### config.mk
export PLATFORM = sky130hd
export DESIGN_NAME = flash_option_status_keys
export DESIGN_NICKNAME = d
export VERILOG_FILES = /design/src/key_sequencer.v /design/src/flash_option_status_keys.v
export VERILOG_INCLUDE_DIRS = /design/src /design/src/src
export SDC_FILE = /design/constraint.sdc
export NUM_CORES = 1
export LEC_CHECK = 0
export BUFFER_PORTS_ARGS = -buffer_cell sky130_fd_sc_hd__buf_2
export CAP_MARGIN = 5
export CELL_PAD_IN_SITES_DETAIL_PLACEMENT = 2
export CELL_PAD_IN_SITES_GLOBAL_PLACEMENT = 2
export CORE_MARGIN = 2
export CORE_UTILIZATION = 31
export CTS_CLUSTER_DIAMETER = 30
export CTS_CLUSTER_SIZE = 10
export DETAILED_ROUTE_END_ITERATION = 16
export GPL_TIMING_DRIVEN = 0
export PLACE_DENSITY_LB_ADDON = 0.15
export SLEW_MARGIN = 0
export SYNTH_ARGS = -nofsm -noshare
export SYNTH_HDL_FRONTEND = slang
export SYNTH_SLANG_ARGS = --single-unit
### constraint.sdc
create_clock -name aclk -period 2.16 [get_ports aclk]
set_clock_uncertainty 0.2 [all_clocks]
set_input_delay 0.54 -clock aclk [delete_from_list [all_inputs] [get_ports aclk]]
set_output_delay 0.54 -clock aclk [all_outputs]
set_load 0.03 [all_outputs]
### src/optstat_defines.vh
// Constants of the option status and unlock key block: register offsets,
// field positions, key words and the fixed option status bits.
// Assumes inclusion by bare name from design files compiled after it.
`ifndef OPTSTAT_DEFINES_VH
`define OPTSTAT_DEFINES_VH

// ==========================================================================
// Register byte addresses
`define OFS_OPTION_BYTE_STATUS  8'h1c
`define OFS_WRITE_PROTECT_STAT  8'h20
`define OFS_FAST_MODE_KEY       8'h24
`define OFS_BOOT_AREA_KEY       8'h28
`define OFS_LOCK_STATUS         8'h2c
`define OFS_IRQ_STATUS          8'h30
`define OFS_IRQ_MASK            8'h34

// ==========================================================================
// Key words
`define FIRST_UNLOCK_WORD       32'h45670123
`define SECOND_UNLOCK_WORD      32'hcdef89ab

// ==========================================================================
// Option status fields
`define OBS_BOOT_BIT            7
`define OBS_RSTDLY_HI           6
`define OBS_RSTDLY_LO           5
`define OBS_STBY_BIT            4
`define OBS_RDP_BIT             1
`define OBS_ERR_BIT             0
`define OBS_FIXED_ONES          2'h3
`define OBS_RESERVED_HI         6'h00
`define OBS_RESERVED_MID        2'h0
`define RDP_OPEN_CODE           8'ha5

// ==========================================================================
// Lock status bits and interrupt events
`define LCK_FAST_BIT            0
`define LCK_BOOT_BIT            1
`define LCK_FAST_DEAD_BIT       2
`define LCK_BOOT_DEAD_BIT       3
`define EVT_FAST_UNLOCK         0
`define EVT_BOOT_UNLOCK         1
`define EVT_FAST_ERROR          2
`define EVT_BOOT_ERROR          3
`define EVT_OPT_ERROR           4
`define EVT_WIDTH               5

// ==========================================================================
// Option byte load sequencing and AXI response codes
`define LOAD_CYCLES             4'h4
`define AXI_OKAY                2'h0
`define AXI_SLVERR              2'h2

`endif

### src/key_sequencer.v
// One two-word unlock sequencer: watches writes to its key register.
// Assumes key_wr is a one-cycle pulse on aclk with key_data stable.
`timescale 1ns/1ps
`include "optstat_defines.vh"

module key_sequencer (
    input  wire        aclk,
    input  wire        aresetn,
    input  wire        key_wr,
    input  wire [31:0] key_data,
    input  wire        relock,
    output reg         locked_r,
    output reg         dead_r,
    output reg         unlock_evt_r,
    output reg         error_evt_r
);

// ==========================================================================
// Sequence state
localparam ST_IDLE  = 2'h0;
localparam ST_FIRST = 2'h1;
localparam ST_DEAD  = 2'h2;

reg [1:0] state_r;

// First word arms, second completes; anything else kills until reset
always @(posedge aclk) begin
    if (!aresetn) begin
        state_r      <= ST_IDLE;
        locked_r     <= 1'b1;
        dead_r       <= 1'b0;
        unlock_evt_r <= 1'b0;
        error_evt_r  <= 1'b0;
    end else begin
        unlock_evt_r <= 1'b0;
        error_evt_r  <= 1'b0;
        if (relock && state_r != ST_DEAD)
            locked_r <= 1'b1;
        if (key_wr) begin
            case (state_r)
                ST_IDLE: begin
                    if (key_data == `FIRST_UNLOCK_WORD) begin
                        state_r <= ST_FIRST;
                    end else begin
                        state_r     <= ST_DEAD;
                        dead_r      <= 1'b1;
                        locked_r    <= 1'b1;
                        error_evt_r <= 1'b1;
                    end
                end
                ST_FIRST: begin
                    if (key_data == `SECOND_UNLOCK_WORD) begin
                        state_r      <= ST_IDLE;
                        locked_r     <= 1'b0;
                        unlock_evt_r <= 1'b1;
                    end else begin
                        state_r     <= ST_DEAD;
                        dead_r      <= 1'b1;
                        locked_r    <= 1'b1;
                        error_evt_r <= 1'b1;
                    end
                end
                default: begin
                    state_r <= ST_DEAD;                     // Only reset leaves here
                end
            endcase
        end
    end
end

endmodule

### src/flash_option_status_keys.v
// Option status, region protect map and unlock key registers of the flash
// controller, reached over AXI4-Lite.
// Assumes option bytes and their stored complements arrive as static pins
// from the nonvolatile array, outside the aclk domain.
`timescale 1ns/1ps
`include "optstat_defines.vh"

module flash_option_status_keys #(
    parameter MAP_WIDTH = 16
) (
    input  wire                 aclk,
    input  wire                 aresetn,
    // Option byte array contents and complements
    input  wire [7:0]           nv_user_byte_high,
    input  wire [7:0]           nv_user_byte_high_n,
    input  wire [7:0]           nv_user_byte_low,
    input  wire [7:0]           nv_user_byte_low_n,
    input  wire [7:0]           nv_user_cfg,
    input  wire [7:0]           nv_user_cfg_n,
    input  wire [7:0]           nv_read_protect,
    input  wire [7:0]           nv_read_protect_n,
    input  wire [MAP_WIDTH-1:0] nv_region_map,
    input  wire [MAP_WIDTH-1:0] nv_region_map_n,
    // Relock strobes from the control register
    input  wire                 fast_relock,
    input  wire                 boot_relock,
    // AXI4-Lite slave
    input  wire [7:0]           s_axi_awaddr,
    input  wire                 s_axi_awvalid,
    output reg                  s_axi_awready,
    input  wire [31:0]          s_axi_wdata,
    input  wire [3:0]           s_axi_wstrb,
    input  wire                 s_axi_wvalid,
    output reg                  s_axi_wready,
    output reg  [1:0]           s_axi_bresp,
    output reg                  s_axi_bvalid,
    input  wire                 s_axi_bready,
    input  wire [7:0]           s_axi_araddr,
    input  wire                 s_axi_arvalid,
    output reg                  s_axi_arready,
    output reg  [31:0]          s_axi_rdata,
    output reg  [1:0]           s_axi_rresp,
    output reg                  s_axi_rvalid,
    input  wire                 s_axi_rready,
    // Lock state and interrupt
    output reg                  fast_mode_lock,
    output reg                  boot_area_lock,
    output reg                  irq
);

// ==========================================================================
// Pin synchronisers: the option array is another domain
reg [7:0]           hi_s1_r;
reg [7:0]           hi_s2_r;
reg [7:0]           hin_s1_r;
reg [7:0]           hin_s2_r;
reg [7:0]           lo_s1_r;
reg [7:0]           lo_s2_r;
reg [7:0]           lon_s1_r;
reg [7:0]           lon_s2_r;
reg [7:0]           cfg_s1_r;
reg [7:0]           cfg_s2_r;
reg [7:0]           cfgn_s1_r;
reg [7:0]           cfgn_s2_r;
reg [7:0]           rdp_s1_r;
reg [7:0]           rdp_s2_r;
reg [7:0]           rdpn_s1_r;
reg [7:0]           rdpn_s2_r;
reg [MAP_WIDTH-1:0] map_s1_r;
reg [MAP_WIDTH-1:0] map_s2_r;
reg [MAP_WIDTH-1:0] mapn_s1_r;
reg [MAP_WIDTH-1:0] mapn_s2_r;

// Two stages per input; no logic reads the first
always @(posedge aclk) begin
    hi_s1_r   <= nv_user_byte_high;
    hi_s2_r   <= hi_s1_r;
    hin_s1_r  <= nv_user_byte_high_n;
    hin_s2_r  <= hin_s1_r;
    lo_s1_r   <= nv_user_byte_low;
    lo_s2_r   <= lo_s1_r;
    lon_s1_r  <= nv_user_byte_low_n;
    lon_s2_r  <= lon_s1_r;
    cfg_s1_r  <= nv_user_cfg;
    cfg_s2_r  <= cfg_s1_r;
    cfgn_s1_r <= nv_user_cfg_n;
    cfgn_s2_r <= cfgn_s1_r;
    rdp_s1_r  <= nv_read_protect;
    rdp_s2_r  <= rdp_s1_r;
    rdpn_s1_r <= nv_read_protect_n;
    rdpn_s2_r <= rdpn_s1_r;
    map_s1_r  <= nv_region_map;
    map_s2_r  <= map_s1_r;
    mapn_s1_r <= nv_region_map_n;
    mapn_s2_r <= mapn_s1_r;
end

// ==========================================================================
// Option byte load after reset
reg [3:0]           load_cnt_r;
reg                 loaded_r;
reg [7:0]           user_byte_high_r;
reg [7:0]           user_byte_low_r;
reg                 boot_from_user_r;
reg [1:0]           reset_delay_r;
reg                 standby_entry_reset_ctl_r;
reg                 read_protect_active_r;
reg                 option_complement_error_r;
reg [MAP_WIDTH-1:0] region_protect_map_r;
reg                 opt_err_evt_r;
wire                cmp_bad;

// A byte is good only when it equals the inverse of its complement
assign cmp_bad = (hi_s2_r != ~hin_s2_r) | (lo_s2_r != ~lon_s2_r) |
                 (cfg_s2_r != ~cfgn_s2_r) | (rdp_s2_r != ~rdpn_s2_r) |
                 (map_s2_r != ~mapn_s2_r);

// Wait for the synchronisers to fill, then capture once per reset.
// Reset values: read protected, boot-from-user, region protect map cleared to all zeros.
always @(posedge aclk) begin
    if (!aresetn) begin
        load_cnt_r                <= 4'h0;
        loaded_r                  <= 1'b0;
        user_byte_high_r          <= 8'h00;
        user_byte_low_r           <= 8'h00;
        boot_from_user_r          <= 1'b1;
        reset_delay_r             <= 2'h0;
        standby_entry_reset_ctl_r <= 1'b0;
        read_protect_active_r     <= 1'b1;
        option_complement_error_r <= 1'b0;
        region_protect_map_r      <= {MAP_WIDTH{1'b0}};
        opt_err_evt_r             <= 1'b0;
    end else begin
        opt_err_evt_r <= 1'b0;
        if (!loaded_r) begin
            if (load_cnt_r == `LOAD_CYCLES) begin
                loaded_r                  <= 1'b1;
                user_byte_high_r          <= hi_s2_r;
                user_byte_low_r           <= lo_s2_r;
                boot_from_user_r          <= cfg_s2_r[`OBS_BOOT_BIT];
                reset_delay_r             <= cfg_s2_r[`OBS_RSTDLY_HI:`OBS_RSTDLY_LO];
                standby_entry_reset_ctl_r <= cfg_s2_r[`OBS_STBY_BIT];
                read_protect_active_r     <= rdp_s2_r != `RDP_OPEN_CODE;
                option_complement_error_r <= cmp_bad;
                opt_err_evt_r             <= cmp_bad;
                region_protect_map_r      <= map_s2_r;
            end else begin
                load_cnt_r <= load_cnt_r + 4'h1;
            end
        end
    end
end

// ==========================================================================
// AXI4-Lite write path: address and data taken in either order
localparam EVT_W = `EVT_WIDTH;

reg        aw_held_r;
reg [7:0]  aw_addr_r;
reg        w_held_r;
reg [31:0] w_data_r;
reg [3:0]  w_strb_r;
reg        fast_key_wr_r;
reg        boot_key_wr_r;
reg [31:0] key_data_r;
reg [EVT_W-1:0] irq_status_r;
reg [EVT_W-1:0] irq_mask_r;
wire       wr_go;
wire       full_word;
wire [EVT_W-1:0] evt;

assign wr_go     = aw_held_r && w_held_r && !s_axi_bvalid;
assign full_word = (w_strb_r == 4'hf);

// Key registers accept only full-word writes; partial ones are ignored
always @(posedge aclk) begin
    if (!aresetn) begin
        aw_held_r     <= 1'b0;
        aw_addr_r     <= 8'h00;
        w_held_r      <= 1'b0;
        w_data_r      <= 32'h00000000;
        w_strb_r      <= 4'h0;
        s_axi_awready <= 1'b0;
        s_axi_wready  <= 1'b0;
        s_axi_bvalid  <= 1'b0;
        s_axi_bresp   <= `AXI_OKAY;
        fast_key_wr_r <= 1'b0;
        boot_key_wr_r <= 1'b0;
        key_data_r    <= 32'h00000000;
        irq_mask_r    <= {EVT_W{1'b0}};
    end else begin
        fast_key_wr_r <= 1'b0;
        boot_key_wr_r <= 1'b0;
        s_axi_awready <= !aw_held_r && !s_axi_awready && s_axi_awvalid;
        s_axi_wready  <= !w_held_r && !s_axi_wready && s_axi_wvalid;
        if (s_axi_awvalid && s_axi_awready) begin
            aw_held_r <= 1'b1;
            aw_addr_r <= s_axi_awaddr;
        end
        if (s_axi_wvalid && s_axi_wready) begin
            w_held_r <= 1'b1;
            w_data_r <= s_axi_wdata;
            w_strb_r <= s_axi_wstrb;
        end
        if (s_axi_bvalid && s_axi_bready)
            s_axi_bvalid <= 1'b0;
        if (wr_go) begin
            aw_held_r    <= 1'b0;
            w_held_r     <= 1'b0;
            s_axi_bvalid <= 1'b1;
            s_axi_bresp  <= `AXI_OKAY;
            key_data_r   <= w_data_r;
            case (aw_addr_r)
                `OFS_FAST_MODE_KEY: fast_key_wr_r <= full_word;
                `OFS_BOOT_AREA_KEY: boot_key_wr_r <= full_word;
                `OFS_IRQ_MASK:      irq_mask_r    <= w_data_r[EVT_W-1:0];
                `OFS_IRQ_STATUS: begin
                end
                // Option byte, write protect and lock status registers are read-only: the write is dropped
                `OFS_OPTION_BYTE_STATUS, `OFS_WRITE_PROTECT_STAT,
                `OFS_LOCK_STATUS: begin
                end
                default: s_axi_bresp <= `AXI_SLVERR;
            endcase
        end
    end
end

// ==========================================================================
// Unlock sequencers
wire fast_locked;
wire fast_dead;
wire fast_unlock_evt;
wire fast_error_evt;
wire boot_locked;
wire boot_dead;
wire boot_unlock_evt;
wire boot_error_evt;

key_sequencer u_fast_seq (
    .aclk         (aclk),
    .aresetn      (aresetn),
    .key_wr       (fast_key_wr_r),
    .key_data     (key_data_r),
    .relock       (fast_relock),
    .locked_r     (fast_locked),
    .dead_r       (fast_dead),
    .unlock_evt_r (fast_unlock_evt),
    .error_evt_r  (fast_error_evt)
);

key_sequencer u_boot_seq (
    .aclk         (aclk),
    .aresetn      (aresetn),
    .key_wr       (boot_key_wr_r),
    .key_data     (key_data_r),
    .relock       (boot_relock),
    .locked_r     (boot_locked),
    .dead_r       (boot_dead),
    .unlock_evt_r (boot_unlock_evt),
    .error_evt_r  (boot_error_evt)
);

// ==========================================================================
// Interrupt status: sticky, write one to clear, a new event beats the clear
wire [EVT_W-1:0] clr_bits;

assign evt = {opt_err_evt_r, boot_error_evt, fast_error_evt,
              boot_unlock_evt, fast_unlock_evt};
assign clr_bits = (wr_go && aw_addr_r == `OFS_IRQ_STATUS) ?
                  (w_data_r[EVT_W-1:0] & {EVT_W{w_strb_r[0]}}) : {EVT_W{1'b0}};

always @(posedge aclk) begin
    if (!aresetn) begin
        irq_status_r   <= {EVT_W{1'b0}};
        irq            <= 1'b0;
        fast_mode_lock <= 1'b1;
        boot_area_lock <= 1'b1;
    end else begin
        irq_status_r   <= (irq_status_r & ~clr_bits) | evt;
        irq            <= |(((irq_status_r & ~clr_bits) | evt) & irq_mask_r);
        fast_mode_lock <= fast_locked;
        boot_area_lock <= boot_locked;
    end
end

// ==========================================================================
// Read path
reg [31:0] rd_word;

// Key registers are write-only and read as zero
always @* begin
    rd_word = 32'h00000000;
    case (s_axi_araddr)
        `OFS_OPTION_BYTE_STATUS: rd_word = {`OBS_RESERVED_HI,
                                 user_byte_high_r, user_byte_low_r,
                                 `OBS_FIXED_ONES,
                                 boot_from_user_r, reset_delay_r,
                                 standby_entry_reset_ctl_r,
                                 `OBS_RESERVED_MID,
                                 read_protect_active_r,
                                 option_complement_error_r};
        `OFS_WRITE_PROTECT_STAT: rd_word[MAP_WIDTH-1:0] = region_protect_map_r;
        `OFS_LOCK_STATUS:        rd_word[3:0] = {boot_dead, fast_dead,
                                                 boot_locked, fast_locked};
        `OFS_IRQ_STATUS:         rd_word[EVT_W-1:0] = irq_status_r;
        `OFS_IRQ_MASK:           rd_word[EVT_W-1:0] = irq_mask_r;
        default:                 rd_word = 32'h00000000;
    endcase
end

// Address taken one cycle, data answered the next
always @(posedge aclk) begin
    if (!aresetn) begin
        s_axi_arready <= 1'b0;
        s_axi_rvalid  <= 1'b0;
        s_axi_rdata   <= 32'h00000000;
        s_axi_rresp   <= `AXI_OKAY;
    end else begin
        s_axi_arready <= !s_axi_arready && !s_axi_rvalid && s_axi_arvalid;
        if (s_axi_arvalid && s_axi_arready) begin
            s_axi_rvalid <= 1'b1;
            s_axi_rdata  <= rd_word;
            case (s_axi_araddr)
                `OFS_OPTION_BYTE_STATUS, `OFS_WRITE_PROTECT_STAT,
                `OFS_FAST_MODE_KEY, `OFS_BOOT_AREA_KEY, `OFS_LOCK_STATUS,
                `OFS_IRQ_STATUS, `OFS_IRQ_MASK: s_axi_rresp <= `AXI_OKAY;
                default:                        s_axi_rresp <= `AXI_SLVERR;
            endcase
        end else if (s_axi_rvalid && s_axi_rready) begin
            s_axi_rvalid <= 1'b0;
        end
    end
end

endmodule

After elaboration in Yosys (flattened, before gate mapping)
Cells that the tools add are included.
{"block": "op_classes", "addsub": 1, "eq_ne": 32, "muxes": 34, "n_bitwise": 17, "n_reduce_logical": 45}
{"operator": "8-bit by 6-bit equality test with 1-bit output, second input constant", "n": 12}
{"operator": "32-bit by 31-bit equality test with 1-bit output, second input constant", "n": 1}
{"operator": "32-bit equality test, second input constant", "n": 1}
{"operator": "8-bit inequality test", "n": 4}
{"operator": "8-bit inverter", "n": 4}
{"operator": "11-bit case mux with 2 select lines", "n": 1}
{"operator": "4-bit case mux with 5 select lines", "n": 1}
{"operator": "1-bit two-way mux", "n": 17}
{"operator": "8-bit by 5-bit equality test with 1-bit output, second input constant", "n": 2}
{"operator": "1-bit logical AND", "n": 16}
{"operator": "16-bit inequality test", "n": 1}
{"operator": "16-bit inverter", "n": 1}
{"operator": "5-bit AND", "n": 3}
{"operator": "7-bit OR reduction", "n": 2}
{"operator": "2-bit inequality test, second input constant", "n": 6}
{"operator": "1-bit case mux with 2 select lines", "n": 6}
{"operator": "3-bit AND reduction", "n": 4}
{"operator": "10-bit two-way mux", "n": 1}
{"operator": "2-bit AND reduction", "n": 5}
{"operator": "2-bit two-way mux", "n": 4}
{"operator": "8-bit inequality test, second input constant", "n": 1}
{"operator": "2-bit case mux with 2 select lines", "n": 2}
{"operator": "4-bit AND reduction", "n": 2}
{"operator": "2-bit nonzero test", "n": 4}
{"operator": "15 further kinds", "n": 28}
{"block": "word_totals", "reg_bits": 382, "in_bits": 157, "wordCells": 191}

Depth between registers and ports, before layout
Gate-level depths: netlist (run 1).
{"block": "depth", "ltp_word": 9, "ltp_mapped": 8, "ltp_nobuf": 7}

Hierarchy
From an unflattened synthesis (run 1), not the netlist that was laid out.
{"block": "unflattened", "cells_unflattened": 1112, "hier_area_um2": 11787.6}
{"mod": "flash_option_status_keys", "n_inst": 1, "cells_each": 1034, "area_per_inst_um2": 11106.9}
{"mod": "key_sequencer", "n_inst": 2, "cells_each": 39, "area_per_inst_um2": 340.3}

Worst setup path before layout (run 1)
OpenSTA, ideal clock, no wires.
{"block": "synth_path", "path_type": "input -> register", "from": "input port s_axi_araddr[7]", "to": "register s_axi_rdata[8]", "arrival_ns": 1.933, "required_time_ns": 1.894, "slack_ns": -0.039, "cell_stages": 6, "n_path_buf": 2, "cell_sequence": "or4_4 > buf_6 > nor4b_4 > buf_6 > a21oi_2 > a21oi_2"}
{"block": "synth_via", "elab_chain_len": 2}
{"item": "start, declared", "line_no": "flash_option_status_keys.v:38", "source": "input wire [7:0] s_axi_araddr,"}
{"item": "8-bit by 6-bit equality test with 1-bit output or 8-bit by 5-bit equality test with 1-bit output (tied branches)", "line_no": "flash_option_status_keys.v:294", "source": "case (s_axi_araddr)"}
{"item": "11-bit case mux with 2 select lines (*)", "line_no": "flash_option_status_keys.v:294"}
{"item": "end signal, assigned", "line_no": "flash_option_status_keys.v:323", "source": "s_axi_rdata <= rd_word;"}
{"item": "end, declared", "line_no": "flash_option_status_keys.v:41", "source": "output reg [31:0] s_axi_rdata,"}
Every way passes the cells marked *; elsewhere a longest branch is shown, timed or not.
A chain may end at the register's enable or synchronous reset.

Final worst setup path (run 1)
{"block": "layout_path", "from": "register key_data_r[4]", "to": "register u_boot_seq.locked_r"}
{"block": "layout_via", "elab_chain_len": 4}
{"item": "start, declared", "line_no": "flash_option_status_keys.v:165", "source": "reg [31:0] key_data_r;"}
{"item": "start signal, assigned", "line_no": "flash_option_status_keys.v:212", "source": "key_data_r <= w_data_r;"}
{"item": "32-bit equality test (no line) or 32-bit by 31-bit equality test with 1-bit output (tied branches)"}
{"item": "1-bit two-way mux, on equally long branches", "line_no": "key_sequencer.v:52, key_sequencer.v:42"}
{"item": "1-bit case mux with 2 select lines (*)", "line_no": "key_sequencer.v:40", "source": "case (state_r)"}
{"item": "1-bit two-way mux (*)", "line_no": "key_sequencer.v:39", "source": "if (key_wr) begin"}
{"item": "end signal, assigned", "line_no": "key_sequencer.v:38", "source": "locked_r <= 1'b1;"}
{"item": "end signal, assigned", "line_no": "key_sequencer.v:47", "source": "locked_r <= 1'b1;"}
{"item": "end signal, assigned", "line_no": "key_sequencer.v:54", "source": "locked_r <= 1'b0;"}
{"item": "end, declared", "line_no": "key_sequencer.v:12", "source": "output reg locked_r,"}
Marks and branches as above.

==> results of run 1 <==
## per-stage QoR
step                      setup WS, ps  TNS (ps)  area (um^2)  hold slack [ps]  total power [W]
after floorplan                  -39.2      -252        11400              110          0.00802
after global placement            -839    -82900        12900              111          0.00843
after detailed placement          -856    -85990        12900              114          0.00847
after CTS                        0.643         0        17300             1.78           0.0216
after global routing              -104      -268        17300             4.23           0.0223
final                             2.20         0        17300             17.0           0.0216
## power by group
| part | switching, W | internal, W |
|---|---|---|
| registers | 0.000219 | 0.00725 |
| logic | 0.000619 | 0.000514 |
| clock network | 0.00434 | 0.00863 |
## synthesized netlist by cell type, types with 4 or more instances
library cell | n | area (um^2)
o21ai_0 | 10 | 50.1
o21a_1 | 4 | 30.0
nand2b_1 | 8 | 50.1
nor2_1 | 32 | 120
a21oi_1 | 134 | 671
clkbuf_1 | 45 | 169
nor2b_1 | 5 | 31.3
nand3_1 | 21 | 105
nor3_2 | 8 | 80.1
xnor2_1 | 50 | 438
buf_4 | 10 | 75.1
mux2i_1 | 6 | 60.1
a32o_1 | 4 | 40.0
a221oi_2 | 8 | 120
a21oi_2 | 4 | 35.0
dfxtp_1 | 374 | 7490
and2_1 | 11 | 68.8
nor3_1 | 7 | 35.0
a22o_1 | 4 | 35.0
nor4_1 | 14 | 87.6
nand4_1 | 12 | 75.1
nand4b_1 | 4 | 35.0
nand2_1 | 242 | 908
inv_1 | 6 | 22.5
nor4b_1 | 4 | 35.0
## worst register-to-register path, delay by kind of cell, from the launching register on
kind / cells / cell delay [ps]
flip-flops: 1 / 330
AND/OR/NAND/NOR: 4 / 1220
buffers and inverters: 1 / 190
AO/OA/AOI/OAI: 1 / 80
## kinds of logic after synthesis
group	synth area share, %
other	0.0330
DFF	65.8
xor gates and xnor gates	3.93
and+or+nand+nor	16.3
adders and majority gates	0.220
buffers and inverters	2.78
muxes	0.825
AOI/OAI and AO/OA	10.1
## area by class of cell
type / count / share of cell area [%]
clock buffers: 103 / 12.9
repair buffers: 325 / 13.2
plain buffers: 59 / 1.73
flip-flops and latches: 374 / 43.2
clock inverters: 47 / 3.88
multi-input cells: 648 / 21.5
well taps: 468 / 3.38
inverters: 7 / 0.152
diodes: 2 / 0.0289
## layer usage
layer  share of wire (%)  wire (um)  GRT usage (%)
met1                  39      16600           24.1
met5                   0          0              0
met3                 4.4       1850           5.41
met4                 3.3       1400           9.58
met2                  53      22200           41.6
## registers in the layout, indices dropped and copies added, names as in the netlist, 16 cells and up
name and count:
w_data_r 32, mapn_s2_r 16, map_s1_r 16, s_axi_rdata 26, map_s2_r 16, region_protect_map_r 16
key_data_r 32, mapn_s1_r 16
## worst max-delay path by stage
| stage | to | from | cells after the start | slack [ps] |
|---|---|---|---|---|
| after floorplan | s_axi_rdata[8] | s_axi_araddr[7] | 6 | -40 |
| after global placement | u_boot_seq.locked_r | key_data_r[0] | 5 | -840 |
| after detailed placement | u_boot_seq.locked_r | key_data_r[0] | 5 | -860 |
| after CTS | u_boot_seq.locked_r | key_data_r[4] | 6 | 0.6 |
| after global routing | irq | aw_addr_r[7] | 6 | -100 |
| final | u_boot_seq.locked_r | key_data_r[4] | 6 | 2 |
## repair_timing
| item | CTS | global route |
|---|---|---|
| setup buffers | 3 | 2 |
| endpoints found under the hold margin | 129 | 0 |
| resized for setup | 27 | 16 |
| hold buffers | 129 | 0 |
| pin swaps | 6 | 7 |
| setup endpoints to repair | 70 | 19 |
==> flow_summary.yaml, run 1 <==
synthesis:
  synth-edff-count: 0
  ys_types: 57
  synth_ff_type: "dfxtp_1"
  yosys_warnings: 0
  synth-seq-cells: 374
  netlist_area_mm2: 0.0114
  avgSynthCellArea_um2: 10.5
  async_reset_ff_share_pct: 0
  ys_seq_area_share_pct: 65.8
  syn_inst: 1083
critical_path:
  crit_type: "reg -> reg"
  path_cells: "nor4bb_4 > nand4_1 > nor4_4 > buf_6 > a21boi_4 > or3_1"
  slowest_delay_ps: 370
  cp_num_buf_inv: 1
  startpoint_type: "flip-flop"
  crit_arrival_ps: 2410
  reg2reg_slack_ps: 2
  slowest_stage: "nor4bb_4"
  r2r-end: "u_boot_seq.locked_r"
  critPathTopFamily: "simple AND/OR/NAND/NOR gates"
  crit_path_end_kind: "flip-flop"
  critPathMaxFanout: 6
  r2r_cells: 6
  required_ps: 2410
  reg2reg_from: "key_data_r[4]"
run:
  maxCapViolCount: 0
power:
  ir_drop_uv: 1050
  cellLeakagePower_nw: 6.89
  powerDensity_mw_per_mm2: 1240
floorplan:
  ios: 201
  dieHeight_um: 196
  die-area_mm2: 0.0382
  die_w_um: 196
  core_area_mm2: 0.0363
  row_count: 70
  start_util_pct: 31.3
clock_tree:
  cts_root_buf: "clkbuf_16"
  htreeDepth: 3
  clk_latency_ps: 620
  cts-buffers-inserted: 81
  clkTransAtPathRegs_ps: 40
  cts_tree: "built"
  clockBufferDepth: 3
  cts.sinks: 374
cells_and_area:
  drive_gt1_share_pct: 26.4
  ff_latch_area_mm2: 0.00749
  final_cell_mix: "dfxtp_1 (370), nand2_1 (242), buf_2 (192), a21oi_1 (134), dlygate4sd3_1 (129)"
  final_common_cell: "dfxtp_1"
  layout.nets: 1655
  multi_input_area_mm2: 0.00372
  final_cells: 2033
  synthToLayoutAreaGrowth_pct: 52.4
  final_core_util_pct: 47.7
  nFillCells: 3610
sta:
  max_freq_mhz: 463
  slew_headroom_pct: 39.8
  hold_viol: 0
  final_max_slew_viol_count: 0
  worst-slew-pin-transition_ps: 903
  period_minus_slack_ps: 2160
  setup_viol: 0
  fin_crit_sh_pct: 99.9
  rsz0062_at_grt: "true"
status:
  status: "complete, no violations"
route:
  drt-total-wl_um: 42000
  ant_nets: 0
  viasPerCell: 4.66
  drc: 0
  drt_first_pass_iters: 5
  vias: 9472
  wl_per_cell_um: 20.7
  drt_iter0_drc: 303
place:
  place_inst: 1749
  gp_congestion: 0.749
  dp_hpwl_um: 24800
  portBuffers: 191
global_routing:
  overflow: 0
  grt_usage_pct: 22.4
  grt_max_degree: 14
  grt_pass1_vias: 10978
  grt_pass1_wl_um: 64200
  antenna_found_initial: 2
worst_hold_path:
  hold_end: "w_data_r[7]"
  holdCritPathClass: "in -> reg"
  holdPathStages: 3
  hp-start: "s_axi_wdata[7]"
No activity file was read; power rests on OpenSTA's default activity.
==> run 2: changes to the inputs <==
--- a/config.mk
+++ b/config.mk
@@ -16,7 +16,7 @@
 export CTS_CLUSTER_SIZE = 10
 export DETAILED_ROUTE_END_ITERATION = 16
 export GPL_TIMING_DRIVEN = 0
-export PLACE_DENSITY_LB_ADDON = 0.15
+export PLACE_DENSITY = 0.8
 export SLEW_MARGIN = 0
 export SYNTH_ARGS = -nofsm -noshare
 export SYNTH_HDL_FRONTEND = slang
==> run 2 against run 1 <==
Effect of this change:
- the flow now finishes with violations (setup timing)
- register-to-register slack got worse by 150 ps
- combinational power is 18% higher
- maximum frequency down 6.5%
- sequential power increased by 0.9%
- sequential share of layout area rose by 0.50 points
- clock power about the same
- count of clock-buffer cells in the layout did not move
- worst setup slack got worse by 150 ps
- routed wire length increased by 36%
- critical path type unchanged
==> flow_summary.yaml, run 2 (synthesis gave the netlist of run 1 again) <==
status:
  status: "finished, violations left"
  violations: "setup timing"
global_routing:
  overflow: 0
  grt_pass1_wl_um: 80100
  antenna_found_initial: 3
  grt_pass1_vias: 11839
  grt_max_degree: 12
  grt_usage_pct: 28.8
sta:
  fin_crit_sh_pct: 107
  slew_headroom_pct: 34.4
  worst-slew-pin-transition_ps: 984
  setup_ws_ps: -148
  final_max_slew_viol_count: 0
  hold_viol: 0
  whs_ps: 22.6
  max_freq_mhz: 433
  setup_viol: 10
  rsz0062_at_grt: "true"
  period_minus_slack_ps: 2310
cells_and_area:
  final_cell_mix: "dfxtp_1 (372), nand2_1 (242), buf_2 (192), a21oi_1 (133), dlygate4sd3_1 (117)"
  final_common_cell: "dfxtp_1"
  synthToLayoutAreaGrowth_pct: 50.6
  multi_input_area_mm2: 0.00375
  ff_latch_area_mm2: 0.00749
  drive_gt1_share_pct: 26.6
  top_regs: "key_data_r x32, w_data_r x32, s_axi_rdata x26"
  postLayoutCellArea_mm2: 0.0171
  nFillCells: 3628
  layout.nets: 1644
critical_path:
  cp_num_buf_inv: 0
  crit_path_end_kind: "flip-flop"
  critPathMaxFanout: 2
  worstSetupPathDepth: 5
  startpoint_type: "flip-flop"
  r2r_cells: 5
  critPathTopFamily: "simple AND/OR/NAND/NOR gates"
  crit_arrival_ps: 2530
  slowest_delay_ps: 500
  required_ps: 2390
  path_cells: "xnor2_2 > nor4_4 > nand4_1 > nor3_2 > a211oi_1"
  slowest_stage: "nor4_4"
  crit_type: "reg -> reg"
clock_tree:
  cts-buffers-inserted: 79
  htreeDepth: 3
  cts_tree: "built"
  cts_root_buf: "clkbuf_16"
  clockBufferDepth: 3
  clk_latency_ps: 610
  clkTransAtPathRegs_ps: 50
  cts.sinks: 374
route:
  drc: 0
  ant_nets: 0
  wl_per_cell_um: 28.4
  vias: 10416
  drt_first_pass_iters: 5
  viasPerCell: 5.16
  drt_iter0_drc: 635
  drt-total-wl_um: 57300
floorplan:
  dieHeight_um: 196
  die_w_um: 196
  die-area_mm2: 0.0382
  start_util_pct: 31.3
  ios: 201
  core_area_mm2: 0.0363
  row_count: 70
power:
  ir_drop_uv: 925
  cellLeakagePower_nw: 6.84
  powerDensity_mw_per_mm2: 1280
place:
  portBuffers: 191
  placed_area_mm2: 0.0129
  gp_congestion: 0.772
  dp_hpwl_um: 26200
run:
  maxCapViolCount: 0
worst_hold_path:
  holdCritPathClass: "in -> reg"
  holdPathStages: 3
run 2: cell types whose count changed in the layout (fill, tap and decap cells not counted), moves of 3 or more:
cell / previous run / this run
buf_4: 12 / 17
clkbuf_4: 1 / 5
clkinv_16: 3 / 0
clkinv_2: 11 / 8
clkinvlp_4: 13 / 5
dlygate4sd3_1: 129 / 117
inv_6: 1 / 10
nor4_1: 9 / 6
run 2: path summary, 6_finish.rpt:
check / slack, ps / startpoint / end
max reg2reg: -150 / map_s2_r[0] / option_complement_error_r
max: -150 / map_s2_r[0] / option_complement_error_r
min: 20 / s_axi_wdata[29] / w_data_r[29]
min reg2reg: 120 / cfg_s1_r[4] / cfg_s2_r[4]
run 2: metrics by stage:
stage	instances	utilization, %	setup WS [ps]	TNS [ps]	total power, W
finish	2018	47.1	-148	-713	0.0219
global route	2018	47.1	-246	-1020	0.0224
CTS	2010	46.8	-45.7	-45.7	0.0215
detailed placement	1749	35.6	-880	-73790	0.00849
global placement	1749	35.6	-790	-67540	0.00841
floorplan	1090	-	-39.2	-252	0.00802
run 2: power by group:
part	internal (W)	switching (W)
Clock	0.00853	0.00450
Combinational	0.000534	0.000792
Sequential	0.00724	0.000300
run 2: worst reg2reg max path: cells and delay by family (launching register included):
kind / cells / cell delay [ps]
AND/OR/NAND/NOR: 3 / 1280
flip-flops: 1 / 350
XOR/XNOR: 1 / 170
AO/OA/AOI/OAI: 1 / 140
run 2: timing repair:
action	4_1_cts	5_1_grt
pin swaps	5	4
hold buffers	117	0
setup buffers	2	5
resized for setup	26	28
setup endpoints to repair	64	55
hold endpoints to repair	117	0
run 2: per-layer routing:
metal | vias up | track usage [%] | share of wire (%)
li1 | 4464 | - | -
met1 | 5162 | 26.9 | 34
met2 | 531 | 53.9 | 52
met3 | 259 | 7.74 | 6.2
met4 | 0 | 21.1 | 7.8
met5 | - | 0 | 0
run 2: layout make-up:
class / instances / share of cell area, %
Antenna cell: 3 / 0.0438
Clock buffer: 103 / 12.8
Buffer: 60 / 1.88
Multi-Input combinational cell: 648 / 21.9
Sequential cell: 374 / 43.7
Clock inverter: 40 / 3.35
Tap cell: 468 / 3.42
Inverter: 7 / 0.153
Timing Repair Buffer: 315 / 12.7
